==> config.mk <==
export PLATFORM = sky130hd
export DESIGN_NAME = supply_charger_regs
export DESIGN_NICKNAME = d
export VERILOG_FILES = /design/src/hdl/chg_cfg_pkg.sv /design/src/hdl/supply_charger_regs.sv /design/src/hdl/charge_watchdog.sv
export SDC_FILE = /design/constraint.sdc
export NUM_CORES = 1
export LEC_CHECK = 0
export BUFFER_PORTS_ARGS = -buffer_cell sky130_fd_sc_hd__buf_2
export CAP_MARGIN = 5
export CORE_MARGIN = 2
export CORE_UTILIZATION = 50
export CTS_BUF_LIST = sky130_fd_sc_hd__clkbuf_16
export CTS_CLUSTER_SIZE = 8
export DETAILED_ROUTE_END_ITERATION = 8
export MAX_ROUTING_LAYER = met4
export PLACE_DENSITY = 0.76
export SYNTH_ARGS = -nofsm -noshare
export SYNTH_HDL_FRONTEND = slang
export SYNTH_SLANG_ARGS = --single-unit
==> constraint.sdc <==
create_clock -name sys_clk_in -period 2.1 [get_ports sys_clk_in]
set_clock_uncertainty 0.1 [all_clocks]
set_input_delay 0.42 -clock sys_clk_in [delete_from_list [all_inputs] [get_ports sys_clk_in]]
set_output_delay 0.42 -clock sys_clk_in [all_outputs]
set_load 0.005 [all_outputs]
==> src/hdl/chg_cfg_pkg.sv <==
// Constants, field layouts and carriers for the supply/charger config bank.
// Assumes a single 40 MHz clock and a byte-wide register port.
// Operation
// - Pointers 06..0A decode to the five registers.
// - Bits 7:4 at 06 select second regulator.
// - Bits 3:0 at 07 third regulator, default 1011.
// - Bits 7:4 at 07 fourth regulator, default 1011.
// - Step-up code bits 3:0, resets 0x0F.
// - Charger enable bit 0, default on.
// - Top-off threshold bits 2:1, default 11.
// - Restart threshold bits 4:3, default 11.
// - Fast-charge current bits 7:5, default 000.
// - Any charger register access restarts watchdog.
// - Bulk timer bits 3:2 of second charger register.
// - Thermal limit bits 5:4, default 10.
// - Finish timer bits 7:6, default 00.
// - Bits 3:0 at 06 select first regulator.
// - Watchdog runs only while enable bit set.
// - Watchdog expiry sets event bit 2; here it sets watchdog_expiry_flag_out, and EVT_WDOG_BIT is unused.
package chg_cfg_pkg;
    // ==========================================================
    // Register pointers
    localparam logic [7:0] PTR_LINREG_12 = 8'h06;
    localparam logic [7:0] PTR_LINREG_34 = 8'h07;
    localparam logic [7:0] PTR_STEP_UP = 8'h08;
    localparam logic [7:0] PTR_CHG_MAIN = 8'h09;
    localparam logic [7:0] PTR_CHG_LIMITS = 8'h0A;
    // ==========================================================
    // Reset values
    localparam logic [7:0] RST_LINREG_12 = 8'h1C;
    localparam logic [7:0] RST_LINREG_34 = 8'hBB;
    localparam logic [7:0] RST_STEP_UP = 8'h0F;
    localparam logic [7:0] RST_CHG_MAIN = 8'h1F;
    localparam logic [7:0] RST_CHG_LIMITS = 8'h20;
    localparam logic [7:0] STEP_UP_MASK = 8'h0F;
    // ==========================================================
    // Watchdog expiry in system clocks; plain default, set per product
    localparam int WDOG_CYCLES = 32'h0100_0000;
    localparam int EVT_WDOG_BIT = 2;

    typedef struct packed {
        logic [2:0] fast_current;
        logic [1:0] restart_thr;
        logic [1:0] topoff_thr;
        logic charger_on;
    } chg_main_t;

    typedef struct packed {
        logic [1:0] finish_timer_sel;
        logic [1:0] thermal_limit;
        logic [1:0] bulk_timer_sel;
        logic [1:0] charge_voltage;
    } chg_limits_t;

    typedef struct packed {
        logic [3:0] linreg1_vsel;
        logic [3:0] linreg2_vsel;
        logic [3:0] linreg3_vsel;
        logic [3:0] linreg4_vsel;
        logic [3:0] stepup_vsel;
    } vsel_t;

    typedef struct packed {
        logic wr;
        logic rd;
        logic [7:0] ptr;
        logic [7:0] wdata;
    } reg_req_t;
endpackage : chg_cfg_pkg

==> src/hdl/supply_charger_regs.sv <==
// Register bank for regulator, step-up and charger configuration.
// Assumes the serial bus front end delivers pointer/data strobes
// synchronous to sys_clk_in.
`timescale 1ns/1ps
module supply_charger_regs import chg_cfg_pkg::*; #(
    parameter int EXPIRY_CYCLES = WDOG_CYCLES
) (
    input wire logic sys_clk_in,
    input wire logic rst_n_in,
    input wire logic clk_en_in,
    input wire logic wr_in,
    input wire logic rd_in,
    input wire logic [7:0] ptr_in,
    input wire logic [7:0] wdata_in,
    input wire logic charge_watchdog_on_in,
    output logic [7:0] rdata_out,
    output logic hit_out,
    output vsel_t vsel_out,
    output chg_main_t chg_main_out,
    output chg_limits_t chg_limits_out,
    output logic watchdog_expiry_flag_out
);
    // ==========================================================
    // Storage
    logic [7:0] linreg_12_voltage;
    logic [7:0] linreg_34_voltage;
    logic [7:0] step_up_voltage;
    logic [7:0] charger_setup_main;
    logic [7:0] charger_setup_limits;
    logic wdog_expired;

    // ==========================================================
    // Decode
    wire sel_12 = (ptr_in == PTR_LINREG_12);
    wire sel_34 = (ptr_in == PTR_LINREG_34);
    wire sel_su = (ptr_in == PTR_STEP_UP);
    wire sel_ca = (ptr_in == PTR_CHG_MAIN);
    wire sel_cb = (ptr_in == PTR_CHG_LIMITS);
    wire sel_any = sel_12 | sel_34 | sel_su | sel_ca | sel_cb;
    wire access = wr_in | rd_in;
    wire chg_touch = access & (sel_ca | sel_cb);
    wire [7:0] next_rdata = sel_12 ? linreg_12_voltage :
                            sel_34 ? linreg_34_voltage :
                            sel_su ? (step_up_voltage & STEP_UP_MASK) :
                            sel_ca ? charger_setup_main :
                            sel_cb ? charger_setup_limits : 8'h00;

    // ==========================================================
    // Registers
    always_ff @(posedge sys_clk_in) begin
        if (!rst_n_in) begin
            linreg_12_voltage <= RST_LINREG_12;
            linreg_34_voltage <= RST_LINREG_34;
            step_up_voltage <= RST_STEP_UP;
            charger_setup_main <= RST_CHG_MAIN;
            charger_setup_limits <= RST_CHG_LIMITS;
        end else if (clk_en_in && wr_in) begin
            if (sel_12) linreg_12_voltage <= wdata_in;
            if (sel_34) linreg_34_voltage <= wdata_in;
            if (sel_su) step_up_voltage <= wdata_in & STEP_UP_MASK;
            if (sel_ca) charger_setup_main <= wdata_in;
            if (sel_cb) charger_setup_limits <= wdata_in;
        end
    end

    always_ff @(posedge sys_clk_in) begin
        if (!rst_n_in) begin
            rdata_out <= 8'h00;
            hit_out <= 1'b0;
        end else if (clk_en_in) begin
            hit_out <= access & sel_any;
            if (rd_in) rdata_out <= next_rdata;
        end
    end

    // Expiry holds until rst_n_in is asserted; this block has no other clear
    always_ff @(posedge sys_clk_in) begin
        if (!rst_n_in) begin
            watchdog_expiry_flag_out <= 1'b0;
        end else if (clk_en_in && wdog_expired) begin
            watchdog_expiry_flag_out <= 1'b1;
        end
    end

    charge_watchdog #(.EXPIRY_CYCLES(EXPIRY_CYCLES)) u_wdog (
        .sys_clk_in(sys_clk_in),
        .rst_n_in(rst_n_in),
        .clk_en_in(clk_en_in),
        .run_in(charge_watchdog_on_in),
        .restart_in(chg_touch),
        .expired_out(wdog_expired)
    );

    // ==========================================================
    // Field outputs
    assign vsel_out.linreg1_vsel = linreg_12_voltage[3:0];
    assign vsel_out.linreg2_vsel = linreg_12_voltage[7:4];
    assign vsel_out.linreg3_vsel = linreg_34_voltage[3:0];
    assign vsel_out.linreg4_vsel = linreg_34_voltage[7:4];
    assign vsel_out.stepup_vsel = step_up_voltage[3:0];
    assign chg_main_out = chg_main_t'(charger_setup_main);
    assign chg_limits_out = chg_limits_t'(charger_setup_limits);

    // ==========================================================
    // Checks
    a_stepup_reserved_zero: assert property (@(posedge sys_clk_in)
        disable iff (!rst_n_in) (clk_en_in && rd_in && sel_su)
        |=> rdata_out[7:4] == 4'h0)
        else $error("Step-up reserved bits read nonzero");
    a_main_write_stored: assert property (@(posedge sys_clk_in)
        disable iff (!rst_n_in) (clk_en_in && wr_in && sel_ca)
        |=> charger_setup_main == $past(wdata_in))
        else $error("Charger main write lost");
    a_limits_write_stored: assert property (@(posedge sys_clk_in)
        disable iff (!rst_n_in) (clk_en_in && wr_in && sel_cb)
        |=> charger_setup_limits == $past(wdata_in))
        else $error("Charger limits write lost");
    a_reset_34_value: assert property (@(posedge sys_clk_in)
        !rst_n_in |=> linreg_34_voltage == 8'hBB)
        else $error("Regulator 3/4 reset value wrong");
    a_reset_chg_values: assert property (@(posedge sys_clk_in)
        !rst_n_in |=> charger_setup_main == 8'h1F &&
        charger_setup_limits == 8'h20)
        else $error("Charger reset values wrong");
    a_reset_stepup_value: assert property (@(posedge sys_clk_in)
        !rst_n_in |=> step_up_voltage == 8'h0F)
        else $error("Step-up reset value wrong");
    a_read_34_value: assert property (@(posedge sys_clk_in)
        disable iff (!rst_n_in) (clk_en_in && rd_in && sel_34 && !wr_in)
        |=> rdata_out == linreg_34_voltage)
        else $error("Pointer 07 read wrong data");
    a_expiry_sticky: assert property (@(posedge sys_clk_in)
        disable iff (!rst_n_in) watchdog_expiry_flag_out
        |=> watchdog_expiry_flag_out)
        else $error("Expiry flag dropped");
    a_field_map: assert property (@(posedge sys_clk_in)
        disable iff (!rst_n_in)
        vsel_out.linreg2_vsel == linreg_12_voltage[7:4] &&
        chg_main_out.charger_on == charger_setup_main[0])
        else $error("Field mapping wrong");

    // ==========================================================
    // Checks on masking, writes, reads, hit, unmapped pointers, freeze, watchdog and field resets
    a_stepup_write_masked: assert property (@(posedge sys_clk_in)
        disable iff (!rst_n_in) (clk_en_in && wr_in && sel_su)
        |=> step_up_voltage == {4'h0, $past(wdata_in[3:0])})
        else $error("Step-up write not masked");
    a_reg34_write_stored: assert property (@(posedge sys_clk_in)
        disable iff (!rst_n_in) (clk_en_in && wr_in && sel_34)
        |=> linreg_34_voltage == $past(wdata_in))
        else $error("Regulator 3/4 write lost");
    a_reg12_write_stored: assert property (@(posedge sys_clk_in)
        disable iff (!rst_n_in) (clk_en_in && wr_in && sel_12)
        |=> linreg_12_voltage == $past(wdata_in))
        else $error("Regulator 1/2 write lost");
    a_unmapped_write_ignored: assert property (@(posedge sys_clk_in)
        disable iff (!rst_n_in) (clk_en_in && wr_in && !sel_any)
        |=> $stable(linreg_12_voltage) && $stable(linreg_34_voltage) &&
        $stable(step_up_voltage) && $stable(charger_setup_main) &&
        $stable(charger_setup_limits))
        else $error("Unmapped write changed a register");
    a_unmapped_read_zero: assert property (@(posedge sys_clk_in)
        disable iff (!rst_n_in) (clk_en_in && rd_in && !sel_any)
        |=> rdata_out == 8'h00 && !hit_out)
        else $error("Unmapped read not zero");
    a_hit_on_mapped: assert property (@(posedge sys_clk_in)
        disable iff (!rst_n_in) (clk_en_in && (wr_in || rd_in) && sel_any)
        |=> hit_out)
        else $error("Mapped access without hit");
    a_hit_one_cycle: assert property (@(posedge sys_clk_in)
        disable iff (!rst_n_in) (clk_en_in && !wr_in && !rd_in)
        |=> !hit_out)
        else $error("Hit without access");
    a_rdata_holds: assert property (@(posedge sys_clk_in)
        disable iff (!rst_n_in) !(clk_en_in && rd_in)
        |=> $stable(rdata_out))
        else $error("Read data changed without a read");
    a_freeze_holds: assert property (@(posedge sys_clk_in)
        disable iff (!rst_n_in) !clk_en_in
        |=> $stable(linreg_34_voltage) && $stable(charger_setup_main) &&
        $stable(rdata_out) && $stable(hit_out) &&
        $stable(watchdog_expiry_flag_out))
        else $error("State moved while clock enable low");
    a_read_main_value: assert property (@(posedge sys_clk_in)
        disable iff (!rst_n_in) (clk_en_in && rd_in && sel_ca && !wr_in)
        |=> rdata_out == charger_setup_main)
        else $error("Charger main read wrong data");
    a_read_limits_value: assert property (@(posedge sys_clk_in)
        disable iff (!rst_n_in) (clk_en_in && rd_in && sel_cb && !wr_in)
        |=> rdata_out == charger_setup_limits)
        else $error("Charger limits read wrong data");
    a_read_stepup_value: assert property (@(posedge sys_clk_in)
        disable iff (!rst_n_in) (clk_en_in && rd_in && sel_su && !wr_in)
        |=> rdata_out == step_up_voltage)
        else $error("Step-up read wrong data");
    a_flag_sets_on_expiry: assert property (@(posedge sys_clk_in)
        disable iff (!rst_n_in) (clk_en_in && wdog_expired)
        |=> watchdog_expiry_flag_out)
        else $error("Expiry did not set the flag");
    a_flag_needs_expiry: assert property (@(posedge sys_clk_in)
        disable iff (!rst_n_in) $rose(watchdog_expiry_flag_out)
        |-> $past(wdog_expired))
        else $error("Flag set without expiry");
    a_restart_on_access: assert property (@(posedge sys_clk_in)
        disable iff (!rst_n_in) (clk_en_in && (wr_in || rd_in) &&
        (ptr_in == PTR_CHG_MAIN || ptr_in == PTR_CHG_LIMITS))
        |=> !wdog_expired)
        else $error("Charger access did not restart watchdog");
    a_watchdog_off_quiet: assert property (@(posedge sys_clk_in)
        disable iff (!rst_n_in) (clk_en_in && !charge_watchdog_on_in)
        |=> !wdog_expired)
        else $error("Watchdog expired while disabled");
    a_reset_charger_on: assert property (@(posedge sys_clk_in)
        !rst_n_in |=> chg_main_out.charger_on == 1'h1)
        else $error("Charger enable reset value wrong");
    a_reset_topoff_thr: assert property (@(posedge sys_clk_in)
        !rst_n_in |=> chg_main_out.topoff_thr == 2'h3)
        else $error("Top-off threshold reset value wrong");
    a_reset_restart_thr: assert property (@(posedge sys_clk_in)
        !rst_n_in |=> chg_main_out.restart_thr == 2'h3)
        else $error("Restart threshold reset value wrong");
    a_reset_fast_current: assert property (@(posedge sys_clk_in)
        !rst_n_in |=> chg_main_out.fast_current == 3'h0)
        else $error("Fast-charge current reset value wrong");
    a_reset_bulk_timer: assert property (@(posedge sys_clk_in)
        !rst_n_in |=> chg_limits_out.bulk_timer_sel == 2'h0)
        else $error("Bulk timer reset value wrong");
    a_reset_thermal: assert property (@(posedge sys_clk_in)
        !rst_n_in |=> chg_limits_out.thermal_limit == 2'h2)
        else $error("Thermal limit reset value wrong");
    a_reset_finish_timer: assert property (@(posedge sys_clk_in)
        !rst_n_in |=> chg_limits_out.finish_timer_sel == 2'h0)
        else $error("Finish timer reset value wrong");

    c_write_main: cover property (@(posedge sys_clk_in)
        wr_in && sel_ca);
    c_read_stepup: cover property (@(posedge sys_clk_in)
        rd_in && sel_su);
    c_expiry: cover property (@(posedge sys_clk_in)
        wdog_expired);
    c_frozen_write: cover property (@(posedge sys_clk_in)
        !clk_en_in && wr_in);
    c_unmapped_read: cover property (@(posedge sys_clk_in)
        rd_in && !sel_any);
endmodule : supply_charger_regs

==> src/hdl/charge_watchdog.sv <==
// Charge watchdog counter with restart and expiry pulse.
// Assumes restart pulses come from the register bank on the same clock.
`timescale 1ns/1ps
module charge_watchdog import chg_cfg_pkg::*; #(
    parameter int EXPIRY_CYCLES = WDOG_CYCLES
) (
    input wire logic sys_clk_in,
    input wire logic rst_n_in,
    input wire logic clk_en_in,
    input wire logic run_in,
    input wire logic restart_in,
    output logic expired_out
);
    logic [31:0] count;
    wire at_end = (count == 32'(EXPIRY_CYCLES - 1));
    // Clearing the count while disabled keeps a stale count from firing at enable
    always_ff @(posedge sys_clk_in) begin
        if (!rst_n_in) begin
            count <= 32'h0;
            expired_out <= 1'b0;
        end else if (clk_en_in) begin
            expired_out <= run_in && !restart_in && at_end;
            if (!run_in || restart_in || at_end) begin
                count <= 32'h0;
            end else begin
                count <= count + 32'h1;
            end
        end
    end

    a_expiry_needs_run: assert property (@(posedge sys_clk_in)
        disable iff (!rst_n_in) (expired_out && $past(clk_en_in))
        |-> $past(run_in))
        else $error("Watchdog expired while disabled");
    a_restart_blocks: assert property (@(posedge sys_clk_in)
        disable iff (!rst_n_in) (clk_en_in && restart_in) |=> !expired_out)
        else $error("Watchdog expired right after restart");
endmodule : charge_watchdog

-- After elaboration in Yosys (flattened, before gate mapping)
Index checks and enable logic that the tools add are counted.
- flip-flop bits (word level): 79
- bits of input ports: 22
- output and inout bits: 46
- $add $sub $neg: 1
- eq/ne operators: 6
- mux-type cells: 6
- bitwise logic cells: 8
- reductions and logical operators: 14
- operators with widths (cell ; count):
    $mux 8 ; 5
    $add 32x1->32 const B ; 1
    $eq 32x24->1 const B ; 1
    $mux 32 ; 1
    $eq 8x4->1 const B ; 3
    $eq 8x3->1 const B ; 2
    $reduce_and 2->1 ; 6
    $or 1x1->1 ; 6
    $logic_and 1x1->1 ; 4
    $and 1x1->1 ; 2
    $logic_not 1->1 ; 2
    $logic_or 1x1->1 ; 2

-- Depth between registers and ports, before layout
- word-level depth: 6
- mapped depth: 7
- gate-level depth less buffers: 6

-- Modules after synthesis
From an unflattened synthesis, not the netlist that was laid out.
- cell total of the unflattened synthesis: 409
- area total of the unflattened synthesis: 3769.9 µm²
- modules (own cells, without submodules) (module ; instances ; cells an instance ; area each (µm²) ; seq. area each (µm²)):
    supply_charger_regs ; 1 ; 227 ; 2132.0 ; 920.9
    charge_watchdog ; 1 ; 182 ; 1637.8 ; 660.6

-- Worst setup path after synthesis
OpenSTA, ideal clock, no wires.
- path kind: input to register
- start: input port ptr_in[5]
- end: register u_wdog.count[0]
- setup time: 0.115 ns
- data arrival time: 1.850 ns
- required time: 1.885 ns
- path slack: 0.035 ns
- stages: 6
- path buffers: 1
- cells stage by stage: or4_4 > o41ai_2 > a41oi_1 > o21ai_2 > buf_6 > nor2_1
- cells in the longest elaborated chain, start to end: 6
- elaborated cells between the ends (all ways): 7
- those cells by class: eq/ne: 2; mux: 1; bitwise: 2; reduce/logical: 2
- RTL lines (item ; RTL line ; RTL):
    from (decl) ; supply_charger_regs.sv:13 ; input wire logic [7:0] ptr_in,
    $eq 8x4->1, on equally long branches ; supply_charger_regs.sv:37, supply_charger_regs.sv:38 ;
    $or 1x1->1 * ; supply_charger_regs.sv:41 ; wire chg_touch = access & (sel_ca | sel_cb);
    $and 1x1->1 * ; supply_charger_regs.sv:41 ;
    $logic_or 1x1->1 * (2 in a row) ; charge_watchdog.sv:23 ; if (!run_in || restart_in || at_end) begin
    $mux 32 * ; charge_watchdog.sv:23 ;
    to (signal assigned) ; charge_watchdog.sv:26 ; count <= count + 32'h1;
    to (decl) ; charge_watchdog.sv:14 ; logic [31:0] count;
Every way passes the cells marked *; elsewhere a longest branch is shown, timed or not.
A chain may end at the register's enable or synchronous reset.

-- Worst setup path in the final report
- start: register u_wdog.count[31]
- end: register u_wdog.count[12]
- cells in the longest elaborated chain, start to end: 3
- RTL lines (item ; RTL line ; RTL):
    $eq 32x24->1 ; charge_watchdog.sv:15 ; wire at_end = (count == 32'(EXPIRY_CYCLES - 1));
    $logic_or 1x1->1 ; charge_watchdog.sv:23 ;
    $mux 32 ; charge_watchdog.sv:23 ;
No other way between the ends.

==> results_dict.tcl <==
set metrics [dict create \
    ys_seq_area_frac 0.438 \
    area_growth_pct 30.1 \
    ys_ff_latch 79 \
    dieArea_mm2 0.00793 \
    clk_latency_ns 0.33 \
    hold_viol 0 \
    place_area_mm2 0.00424 \
    synth-async-reset-ratio 0 \
    path_max_fanout 6 \
    yosys_warnings 0 \
    ys.flop_type "dfxtp_1" \
    row_count 30 \
    start_kind "flop" \
    hold_depth 3 \
    drt_iter0_drc 170 \
    fmax_ghz 0.488 \
    p_leak_nw 1.96 \
    drive_above_1_share 0.292 \
    firstDrtPassIters 5 \
    fin_crit_ns 2.05 \
    path_buf_inv 2 \
    ys_top_cells_by_area "dfxtp_1, mux2i_1, nand2_1, nor2_1, xnor2_1" \
    multiInputGateArea_mm2 0.00199 \
    die_w_um 89.0 \
    mostFrequentLayoutCell "dfxtp_1" \
    start_util 0.523 \
    n_fill_cell 563 \
    place_inst 573 \
    h-tree-depth 3 \
    tightest_slew_ns 0.491 \
    synthesis.area_mm2 0.00361 \
    final_area_mm2 0.00470 \
    gp_congestion 0.853 \
    ant_nets 0 \
    stdcell_count 596 \
    setup_viol 0 \
    final_core_util 0.681 \
    path_class "reg -> reg" \
    synth_top_area_cell "dfxtp_1" \
    synth-edff-count 0 \
    r2r_start "u_wdog.count[31]" \
    drv_cap 0 \
    grt_max_degree 43 \
    r2r_cells 7 \
    routed_wl_um 9390 \
    power-per-cell-area_mw_per_mm2 680 \
    routedWlPerCell_um 15.7 \
    design.core.area_mm2 0.00691 \
    required_ns 2.22 \
    diodes 0 \
    grt_usage 0.234 \
    r2r-end "u_wdog.count[12]" \
    crit_cells 7 \
    clock_sinks 79 \
    synth_cells 393 \
    vias 3227 \
    slew_violations 0 \
    grt_pass1_wl_um 13800 \
    grt_overflow_total 0 \
    power_w 0.00320 \
    holdPathEnd "chg_main_out[4]" \
    dp_hpwl_um 6410 \
    worstSetupEndpointType "flop" \
    seq_area_mm2 0.00159 \
    die_h_um 89.0 \
    grt_pass1_vias 2986 \
    cts_root_buffer "clkbuf_16" \
    syn_avg_cell_area_um2 9.20 \
    cts_buffers 9 \
    path_clk_slew_ns 0.06 \
    status "completed" \
    cp_cell_sequence "or4_4 -> nor3_4 -> a41oi_2 -> o21ai_4 -> buf_12 -> clkbuf_16 -> nor2_1" \
    cts_tree "done" \
    synth_nets 416 \
    clockBufferDepth 2 \
    min_period_over_period 0.977 \
    vias_per_cell 5.41 \
    nets 518 \
    antenna_found_initial 0 \
    slowest_delay_ns 0.54 \
    ys_types 44 \
    min-delay-start "wdata_in[4]" \
    max_slew_margin 0.670 \
    synth_top_cell_area_share 0.438 \
    r2r_slack_ns 0.05 \
    crit_arrival_ns 2.18 \
    crit_slowest_cell "or4_4" \
    drc_errors 0 \
    max-vdd-ir-drop_mv 0.457 \
    hp-class "in -> reg" \
    path_delay_family "simple AND/OR/NAND/NOR gates" \
    most-common-layout-cells "dfxtp_1, buf_2, nand2_1, nor2_1, mux2i_1" \
    portBuffers 67 \
    io_pins 68 \
]
[cell families after synthesis]
group / count (synthesis) / share of synthesized area
simple gates: 178 / 0.268
compound gates: 43 / 0.0751
xor+xnor: 32 / 0.0775
mux: 40 / 0.111
flops: 79 / 0.438
fa+ha+maj: 1 / 0.00346
buf+inv: 20 / 0.0280
[power by group]
part,internal (W),switching (W),leakage [nW],total (W)
clock network,0.000908,0.000596,0.136,0.00150
registers,0.00150,0.00000311,0.639,0.00151
logic,0.0000843,0.000107,1.18,0.000191
total,0.00249,0.000706,1.96,0.00320
[how the worst max path moves through the flow]
stage,startpoint,to,slack [ns]
finish,u_wdog.count[31],u_wdog.count[12],0.05
global route,u_wdog.count[25],u_wdog.count[0],-0.02
CTS,u_wdog.count[25],u_wdog.count[0],0.004
detailed placement,ptr_in[5],u_wdog.count[17],-0.19
global placement,ptr_in[5],u_wdog.count[28],-0.13
floorplan,ptr_in[5],u_wdog.count[0],0.04
[repair_timing]
item / in CTS / in global routing
setup endpoints to repair: 0 / 31
gates resized for setup: 0 / 15
endpoints found under the hold margin: 0 / 0
buffers inserted: 0 / 4
hold buffers: 0 / 0
[cell usage after synthesis, types with 5 or more instances]
library cell  instances
mux2i_1              40
xor2_1               16
o21ai_0              21
inv_1                 5
a22oi_1               8
clkbuf_1              9
nand3_1               8
dfxtp_1              79
and3_1                7
xnor2_1              16
a21oi_1               5
nand4_1               9
nand2_1              53
nor2b_1              22
nand2b_1              5
nor2_1               42
[state kept, by name (all words and copies together) (netlist names)]
signal,count
chg_limits_out,8
chg_main_out,8
hit_out,1
linreg_12_voltage,8
linreg_34_voltage,8
rdata_out,8
step_up_voltage,4
u_wdog.count,32
u_wdog.expired_out,1
watchdog_expiry_flag_out,1
[layout make-up]
class / count / area share
Clock buffer: 9 / 0.0479
Clock inverter: 7 / 0.0138
Inverter: 5 / 0.00399
Multi-Input combinational cell: 294 / 0.424
Sequential cell: 79 / 0.337
Tap cell: 96 / 0.0255
Timing Repair Buffer: 106 / 0.148
[per-layer routing]
metal	share of wire	GRT usage	up-vias
met2	0.49	0.372	104
met1	0.43	0.292	1534
met5	0	-	-
met4	0.025	0.107	0
li1	-	-	1563
met3	0.055	0.0369	26
[worst register-to-register path: stages (launching register included)]
cell and delay [ns]:
dfxtp_2 0.32, or4_4 0.54, nor3_4 0.22, a41oi_2 0.20
o21ai_4 0.21, buf_12 0.14, clkbuf_16 0.15, nor2_1 0.05
[metrics by stage]
stage / hold slack [ns] / setup WS (ns) / TNS, ns
after detailed placement: 0.340 / -0.194 / -6.15
final: 0.267 / 0.0490 / 0
after global placement: 0.329 / -0.133 / -4.12
after CTS: 0.254 / 0.00352 / 0
after floorplan: 0.349 / 0.0351 / 0
after global routing: 0.265 / -0.0178 / -0.0881
Note: power is estimated with default switching activity, not from simulation.
